[src/pkg/rcc_pkg.sv]
package rcc_pkg;
    localparam int ADDR_W = 8;
    localparam logic [7:0] RUN_CLOCK_CONFIG_OFFSET = 8'h60;
    localparam logic [31:0] RUN_CLOCK_CONFIG_RESET = 32'h07a0_3ad1;
    localparam int AUTO_GATING_BIT = 27;
    localparam int DIV_HI = 26;
    localparam int DIV_LO = 23;
    localparam int DIV_SEL_BIT = 22;
    localparam int PLL_POWER_DOWN_BIT = 13;
    localparam int OEN_BIT = 12;
    localparam int BYPASS_BIT = 11;
    localparam int LOW_HI = 10;
    localparam int LOW_LO = 0;
    localparam logic [3:0] DIV_RESET = 4'hf;
    localparam logic [3:0] MIN_DIV_PLL = 4'h3;
    localparam logic [3:0] DIV_RESERVED = 4'h0;
    localparam logic [1:0] MODE_RUN = 2'h0;
    localparam logic [1:0] MODE_SLEEP = 2'h1;
    localparam logic [1:0] MODE_DEEP = 2'h2;
    localparam int GATE_W = 32;
endpackage

[src/core/clock_divider.sv]
`timescale 1ns/1ps
module clock_divider (
    input wire logic clock,
    input wire logic reset,
    input wire logic enable,
    input wire logic [3:0] divisor,
    output logic tick
);
    typedef struct packed {
        logic [3:0] cnt;
        logic tick;
    } div_state_t;
    div_state_t state_ff;
    div_state_t nxt_state;

    // Counts to divisor then wraps, giving one enable pulse per divisor+1 source cycles.
    always_comb begin
        nxt_state = state_ff;
        nxt_state.tick = 1'b0;
        if (!enable) begin
            nxt_state.cnt = 4'h0;
        end else if (state_ff.cnt >= divisor) begin
            nxt_state.cnt = 4'h0;
            nxt_state.tick = 1'b1;
        end else begin
            nxt_state.cnt = state_ff.cnt + 4'h1;
        end
    end

    always_ff @(posedge clock) begin
        if (reset) begin
            state_ff <= '0;
        end else begin
            state_ff <= nxt_state;
        end
    end

    assign tick = state_ff.tick;
endmodule // clock_divider

[src/core/run_clock_config_upper_fields.sv]
`timescale 1ns/1ps
module run_clock_config_upper_fields (
    input wire logic clock,
    input wire logic reset,
    input wire logic [7:0] addr,
    input wire logic [31:0] wdata,
    input wire logic wr,
    input wire logic rd,
    output logic [31:0] rdata,
    input wire logic [1:0] power_mode,
    input wire logic [31:0] run_gating_regs,
    input wire logic [31:0] sleep_gating_regs,
    input wire logic [31:0] deep_sleep_gating_regs,
    input wire logic osc_tick,
    input wire logic pll_tick,
    output logic [31:0] periph_clock_enable,
    output logic sys_clock_tick,
    output logic pll_power_down,
    output logic pll_output_enable_n,
    output logic [3:0] effective_divisor,
    output logic divider_active
);
    typedef struct packed {
        logic auto_sleep_gating;
        logic [3:0] system_divisor;
        logic divider_select;
        logic pll_power_down;
        logic pll_output_enable_n;
        logic bypass;
        logic [10:0] low_bits;
        logic [31:0] rdata;
        logic [31:0] gate;
        logic sys_tick;
        logic [3:0] eff_div;
        logic div_active;
    } cfg_state_t;
    cfg_state_t state_ff;
    cfg_state_t nxt_state;
    logic div_tick;
    logic src_tick;
    logic pll_used;
    logic use_div;
    logic [3:0] div_now;

    // The floor is applied on the way out, so the stored code survives a return to bypass.
    function automatic logic [3:0] floor_div(input logic [3:0] code, input logic on_pll);
        if (on_pll && code < rcc_pkg::MIN_DIV_PLL) begin
            floor_div = rcc_pkg::MIN_DIV_PLL;
        end else begin
            floor_div = code;
        end
    endfunction

    assign pll_used = !state_ff.bypass;
    assign use_div = state_ff.divider_select || pll_used;
    assign div_now = floor_div(state_ff.system_divisor, pll_used);
    assign src_tick = state_ff.bypass ? osc_tick : (pll_tick && !state_ff.pll_output_enable_n);

    clock_divider u_div (
        .clock(clock),
        .reset(reset),
        .enable(use_div && src_tick),
        .divisor(div_now),
        .tick(div_tick)
    );

    always_comb begin
        nxt_state = state_ff;
        nxt_state.rdata = 32'h0000_0000;
        if (wr && addr == rcc_pkg::RUN_CLOCK_CONFIG_OFFSET) begin
            nxt_state.auto_sleep_gating = wdata[rcc_pkg::AUTO_GATING_BIT];
            nxt_state.system_divisor = wdata[rcc_pkg::DIV_HI:rcc_pkg::DIV_LO];
            nxt_state.divider_select = wdata[rcc_pkg::DIV_SEL_BIT];
            nxt_state.pll_power_down = wdata[rcc_pkg::PLL_POWER_DOWN_BIT];
            nxt_state.pll_output_enable_n = wdata[rcc_pkg::OEN_BIT];
            nxt_state.bypass = wdata[rcc_pkg::BYPASS_BIT];
            nxt_state.low_bits = wdata[rcc_pkg::LOW_HI:rcc_pkg::LOW_LO];
        end
        if (rd && addr == rcc_pkg::RUN_CLOCK_CONFIG_OFFSET) begin
            // Reserved bits read zero because rdata starts cleared and only the defined fields are filled in.
            nxt_state.rdata[rcc_pkg::AUTO_GATING_BIT] = state_ff.auto_sleep_gating;
            nxt_state.rdata[rcc_pkg::DIV_HI:rcc_pkg::DIV_LO] = div_now;
            nxt_state.rdata[rcc_pkg::DIV_SEL_BIT] = state_ff.divider_select;
            nxt_state.rdata[rcc_pkg::PLL_POWER_DOWN_BIT] = state_ff.pll_power_down;
            nxt_state.rdata[rcc_pkg::OEN_BIT] = state_ff.pll_output_enable_n;
            nxt_state.rdata[rcc_pkg::BYPASS_BIT] = state_ff.bypass;
            nxt_state.rdata[rcc_pkg::LOW_HI:rcc_pkg::LOW_LO] = state_ff.low_bits;
        end
        if (power_mode == rcc_pkg::MODE_SLEEP && state_ff.auto_sleep_gating) begin
            nxt_state.gate = sleep_gating_regs;
        end else if (power_mode == rcc_pkg::MODE_DEEP && state_ff.auto_sleep_gating) begin
            nxt_state.gate = deep_sleep_gating_regs;
        end else begin
            nxt_state.gate = run_gating_regs;
        end
        nxt_state.sys_tick = use_div ? div_tick : osc_tick;
        nxt_state.eff_div = div_now;
        nxt_state.div_active = use_div;
    end

    always_ff @(posedge clock) begin
        if (reset) begin
            state_ff <= '0;
            state_ff.auto_sleep_gating <= rcc_pkg::RUN_CLOCK_CONFIG_RESET[rcc_pkg::AUTO_GATING_BIT];
            state_ff.system_divisor <= rcc_pkg::DIV_RESET;
            state_ff.divider_select <= rcc_pkg::RUN_CLOCK_CONFIG_RESET[rcc_pkg::DIV_SEL_BIT];
            state_ff.pll_power_down <= rcc_pkg::RUN_CLOCK_CONFIG_RESET[rcc_pkg::PLL_POWER_DOWN_BIT];
            state_ff.pll_output_enable_n <= rcc_pkg::RUN_CLOCK_CONFIG_RESET[rcc_pkg::OEN_BIT];
            state_ff.bypass <= rcc_pkg::RUN_CLOCK_CONFIG_RESET[rcc_pkg::BYPASS_BIT];
            state_ff.low_bits <= rcc_pkg::RUN_CLOCK_CONFIG_RESET[rcc_pkg::LOW_HI:rcc_pkg::LOW_LO];
            state_ff.eff_div <= rcc_pkg::DIV_RESET;
        end else begin
            state_ff <= nxt_state;
        end
    end

    assign rdata = state_ff.rdata;
    assign periph_clock_enable = state_ff.gate;
    assign sys_clock_tick = state_ff.sys_tick;
    assign pll_power_down = state_ff.pll_power_down;
    assign pll_output_enable_n = state_ff.pll_output_enable_n;
    assign effective_divisor = state_ff.eff_div;
    assign divider_active = state_ff.div_active;
endmodule // run_clock_config_upper_fields

[config.mk]
export PLATFORM = sky130hd
export DESIGN_NAME = run_clock_config_upper_fields
export DESIGN_NICKNAME = d
export VERILOG_FILES = /design/src/pkg/rcc_pkg.sv /design/src/core/clock_divider.sv /design/src/core/run_clock_config_upper_fields.sv
export SDC_FILE = /design/constraint.sdc
export NUM_CORES = 1
export LEC_CHECK = 0
export ABC_AREA = 1
export BUFFER_PORTS_ARGS = -buffer_cell sky130_fd_sc_hd__buf_2
export CORE_ASPECT_RATIO = 0.6
export CORE_UTILIZATION = 41
export DETAILED_ROUTE_END_ITERATION = 7
export PLACE_DENSITY = 0.77
export SLEW_MARGIN = 20
export SYNTH_ARGS = -nofsm -noshare
export SYNTH_HDL_FRONTEND = slang
export SYNTH_SLANG_ARGS = --single-unit
[constraint.sdc]
create_clock -name clock -period 1.6 [get_ports clock]
set_input_delay 0.16 -clock clock [delete_from_list [all_inputs] [get_ports clock]]
set_output_delay 0.16 -clock clock [all_outputs]
set_load 0.03 [all_outputs]
Yosys cells after proc, flatten, opt, wreduce, memory -nomap -nowiden
Cells that the tools add are included.
W data, S select, Z words.
{"block": "totals", "out_inout_bits": 72, "in_bits": 144, "ff_bits": 95}
{"block": "classes", "order_cmp": 2, "n_eq_ne": 3, "reduce_logical": 13, "n_addsub": 1, "n_bitwise": 2, "mux": 6}
{"operator": "$mux W32", "count": 2}
{"operator": "$eq A8 B7 Y1 const B", "count": 1}
{"operator": "$logic_and A1 B1 Y1", "count": 7}
{"operator": "$add A4 B1 Y4 const B", "count": 1}
{"operator": "$ge A4 B4 Y1", "count": 1}
{"operator": "$lt A4 B2 Y1 const B", "count": 1}
{"operator": "$mux W4", "count": 1}
{"operator": "$reduce_or A2 Y1", "count": 2}
{"operator": "$mux W1", "count": 3}
{"operator": "$reduce_or A3 Y1", "count": 1}
{"operator": "$eq A2 B1 Y1 const B", "count": 1}
{"operator": "$eq A2 B2 Y1 const B", "count": 1}
{"operator": "$logic_not A1 Y1", "count": 2}
{"operator": "$not A1 Y1", "count": 2}
{"operator": "$logic_or A1 B1 Y1", "count": 1}

Logic depth before layout (Yosys ltp)
{"block": "depth", "word_depth": 6, "ltp_mapped": 11, "mapped_depth_nobuf": 11}

Modules after synthesis
Synthesis repeated with hierarchy kept, for this count alone.
{"block": "hier_totals", "hier_cells": 588, "area_unflattened_um2": 4185.3}
{"module": "run_clock_config_upper_fields", "n_inst": 1, "area_each_um2": 3870.0, "cells_each": 549}
{"module": "clock_divider", "n_inst": 1, "area_each_um2": 315.3, "cells_each": 39}

Worst setup path after synthesis
OpenSTA, ideal clock, no wires.
{"block": "synth_path", "kind": "flip-flop to flip-flop", "from": "register state_ff[81] in the netlist's numbering", "to": "register u_div.state_ff (netlist bit u_div.tick)", "required_ps": 1490, "t_arrival_ps": 1353, "path_buffers": 0, "slack_ps": 137, "stages_incl_launch_ff": 12, "path_cell_list": "dfxtp_1 > nor3_1 > o21ai_0 > nand2_1 > inv_1 > ha_1 > nand2_1 > nand2_1 > nand2_1 > nand3_1 > nand3_1 > inv_1"}
{"block": "synth_between", "elab_chain_cells": 5, "elab_cells_between_ends": 10}
{"item": "start, declared", "line": "run_clock_config_upper_fields.sv:37", "rtl": "cfg_state_t state_ff;"}
{"item": "start signal, assigned", "line": "run_clock_config_upper_fields.sv:113", "rtl": "state_ff <= nxt_state;"}
{"item": "$logic_not A1 Y1", "line": "run_clock_config_upper_fields.sv:54", "rtl": "assign pll_used = !state_ff.bypass;"}
{"item": "$logic_and A1 B1 Y1 or $logic_or A1 B1 Y1 (tied branches)", "line": "run_clock_config_upper_fields.sv:47, run_clock_config_upper_fields.sv:55"}
{"item": "$mux W4 or $logic_and A1 B1 Y1 (tied branches)", "line": "run_clock_config_upper_fields.sv:47, run_clock_config_upper_fields.sv:62"}
{"item": "$ge A4 B4 Y1 or $not A1 Y1 (tied branches)"}
{"item": "$mux W1 or $reduce_or A2 Y1 (tied branches)"}
{"item": "end signal, assigned", "line": "clock_divider.sv:34", "rtl": "state_ff <= nxt_state;"}
{"item": "end, declared", "line": "clock_divider.sv:13", "rtl": "div_state_t state_ff;"}
Parallel ways exist; a longest one is shown, timed or not.
A chain may end at the register's enable or synchronous reset.

Final worst setup path
Same ends and word-level chain as after synthesis.

==> results.toml <==
[status]
outcome = "finished clean"

[placement]
dp.cells = 828
pre_cts_ws_ns = -0.00780
post-dp-hpwl_um = 6800
gp_congestion = 0.790
port_buffers = 191

[cells_and_area]
nets = 858
utilization_pct = 52.7
antenna_cells = 0
drive_above_1_share_pct = 32.1
nFillCells = 967
final_cells = 844
area_delta_synth_final_pct = 20.6

[die]
pin_count = 216
die_area_um2 = 10500
die_y_um = 79.8
die_x_um = 132
start_util_pct = 43.7
core_um2 = 9460
rows = 27

[sta]
final_max_slew_viol_count = 0
layout_setup_ws_ns = 0.103
final-hold-violation-count = 0
finalClockSkew_ns = 0.00657
finalCriticalPeriod_ns = 1.50
fmax_mhz = 668
hold_ws_ns = 0.0723
setup_tns_ns = 0
period_share_pct = 93.5
setup_viol = 0

[detailed_routing]
ant_nets = 0
vias = 3594
firstDrtPassIters = 4
drt_wl_total_um = 8870
drc = 0
drt_iter0_drc = 124
viasPerCell = 4.26
wl_per_cell_um = 10.5

[global_routing]
grt_usage_pct = 16.8
overflow = 0
grt_first_pass_wirelength_um = 13900
antenna_found_initial = 0
grt_max_degree = 47
grt_pass1_vias = 2931

[synth]
synth_area_um2 = 4130
syn_inst = 580
yosys_warnings = 0
ys_seq_area_share_pct = 40.2
synth_cell_types = 23
synth_seq_cells = 83
syn_avg_cell_area_um2 = 7.13

[critical_path]
rr_endpoint = "u_div.tick$_SDFF_PP0_"
critPathMaxFanout = 5
crit_arrival_ns = 1.73
ff2ff_setup_slack_ns = 0.10
crit_path_start_kind = "register"
endpoint = "u_div.tick$_SDFF_PP0_"
required_ns = 1.83
end_kind = "register"
r2r_cells = 11
worstSetupPathType = "register to register"
r2r_start = "state_ff[81]$_SDFFE_PP1P_"
crit_start = "state_ff[81]$_SDFFE_PP1P_"

[run]
cap_violations = 0

[cts]
cts_root_buf = "clkbuf_16"
hold_buffers = 0
cts_sinks = 83
clk_pin_slew_worst_paths_ns = 0.06
clockBufferDepth = 2
cts_tree = "done"
cts-htree-levels = 3
postCtsSetupRepairBufs = 0
insertion_delay_ns = 0.33
numCtsBuffers = 9

[min_path]
holdCritStartpoint = "wdata[0]"
hold_path_class = "input pin to register"

[power_and_ir_drop]
power_leakage_nw = 3.04
pwr_density_cell_nw_per_um2 = 902
irDropWorstVdd_uv = 425
==> cells in the mapped netlist <==
library cell,count,area (um2)
inv_1,100,375
nor2_1,97,364
dfxtp_1,83,1660
buf_4,70,526
nand2_1,70,263
o21ai_0,39,195
nand3_1,38,190
o21ai_1,27,135
buf_6,11,124
a21oi_1,10,50.1
buf_2,9,45.0
ha_1,5,62.6
nor3_1,5,25.0
clkbuf_1,3,11.3
inv_2,3,11.3
clkbuf_8,2,27.5
nor2_2,2,12.5
clkinv_2,1,5.00
conb_1,1,3.75
nand2_4,1,11.3
nand3_4,1,17.5
xnor2_1,1,8.76
xor2_1,1,8.76
==> flip-flops by register name, indices dropped and copies added, names as in the netlist <==
name,cells
sys_clock_tick,1
effective_divisor,4
pll_power_down,1
u_div.tick,1
state_ff,18
divider_active,1
rdata,20
periph_clock_enable,32
u_div.state_ff,4
pll_output_enable_n,1
==> layer usage <==
layer	vias to the layer above	part of all wire (%)	track usage [%]
li1	1922	-	-
met4	0	0.74	5.00
met5	-	0	0
met2	123	44	25.7
met3	4	6.5	5.78
met1	1545	49	22.2
==> final cells by class <==
type	instances	area, um2	share of cell area [%]
Inverter	104	392	7.86
Clock inverter	4	26.3	0.527
Sequential cell	83	1660	33.3
Clock buffer	12	246	4.95
Timing Repair Buffer	202	1080	21.6
Multi-Input combinational cell	309	1420	28.5
Tap cell	130	163	3.26
==> worst min path at each step <==
stage / endpoint / slack [ns] / cells past startpoint
global route: state_ff[70]$_SDFFE_PP1P_ / 0.06 / 3
CTS: state_ff[70]$_SDFFE_PP1P_ / 0.06 / 3
floorplan: sys_clock_tick$_SDFF_PP0_ / 0.30 / 2
global placement: state_ff[70]$_SDFFE_PP1P_ / 0.41 / 3
finish: state_ff[70]$_SDFFE_PP1P_ / 0.07 / 3
detailed placement: state_ff[70]$_SDFFE_PP1P_ / 0.41 / 3
==> cells in the final DEF (no fill, tap or decap), types with 5 or more instances in the layout <==
cell | Yosys | final
nor2_1 | 97 | 97
nand3_1 | 38 | 37
nand2_1 | 70 | 69
o21ai_0 | 39 | 38
a21oi_1 | 10 | 10
o21ai_1 | 27 | 28
clkbuf_16 | 0 | 9
ha_1 | 5 | 5
buf_2 | 9 | 191
inv_1 | 100 | 100
dfxtp_1 | 83 | 83
conb_1 | 1 | 12
buf_4 | 70 | 8
==> kinds of logic (layout without fill, tap and decap cells) <==
kind of cell / count (synthesis) / after routing / synth area share (%)
and+or+nand+nor: 214 / 214 / 21.4
buffers and inverters: 199 / 322 / 27.2
DFF: 83 / 83 / 40.2
AOI/OAI and AO/OA: 76 / 76 / 9.20
adders and majority gates: 5 / 5 / 1.51
xor gates and xnor gates: 2 / 2 / 0.424
other: 1 / 12 / 0.0907
==> worst max-delay path, stage by stage, from the launching register on <==
cell and delay, ns:
dfxtp_1 0.32, nor3_2 0.16, o21ai_1 0.09, nand2_1 0.06
inv_1 0.06, ha_1 0.28, nand2_1 0.07, nand2_1 0.06
nand2_2 0.07, nand3_4 0.09, nand3_1 0.09, inv_1 0.04
==> power breakdown <==
part,internal [W],switching (W)
Combinational,0.000204,0.000293
Clock,0.00109,0.000782
Sequential,0.00211,0.0000108
Total,0.00341,0.00109
==> metrics by stage <==
stage | total power (W) | area, um2
finish | 0.00449 | 4980
global route | 0.00472 | 4980
CTS | 0.00456 | 4960
detailed placement | 0.00267 | 4680
global placement | 0.00266 | 4680
floorplan | 0.00253 | 4180
==> repair_timing <==
item | CTS | global route
gates cloned | 0 | 0
pin swaps | 0 | 1
gates resized for setup | 1 | 6
setup endpoints to repair | 4 | 5
No activity file was read; power rests on OpenSTA's default activity.
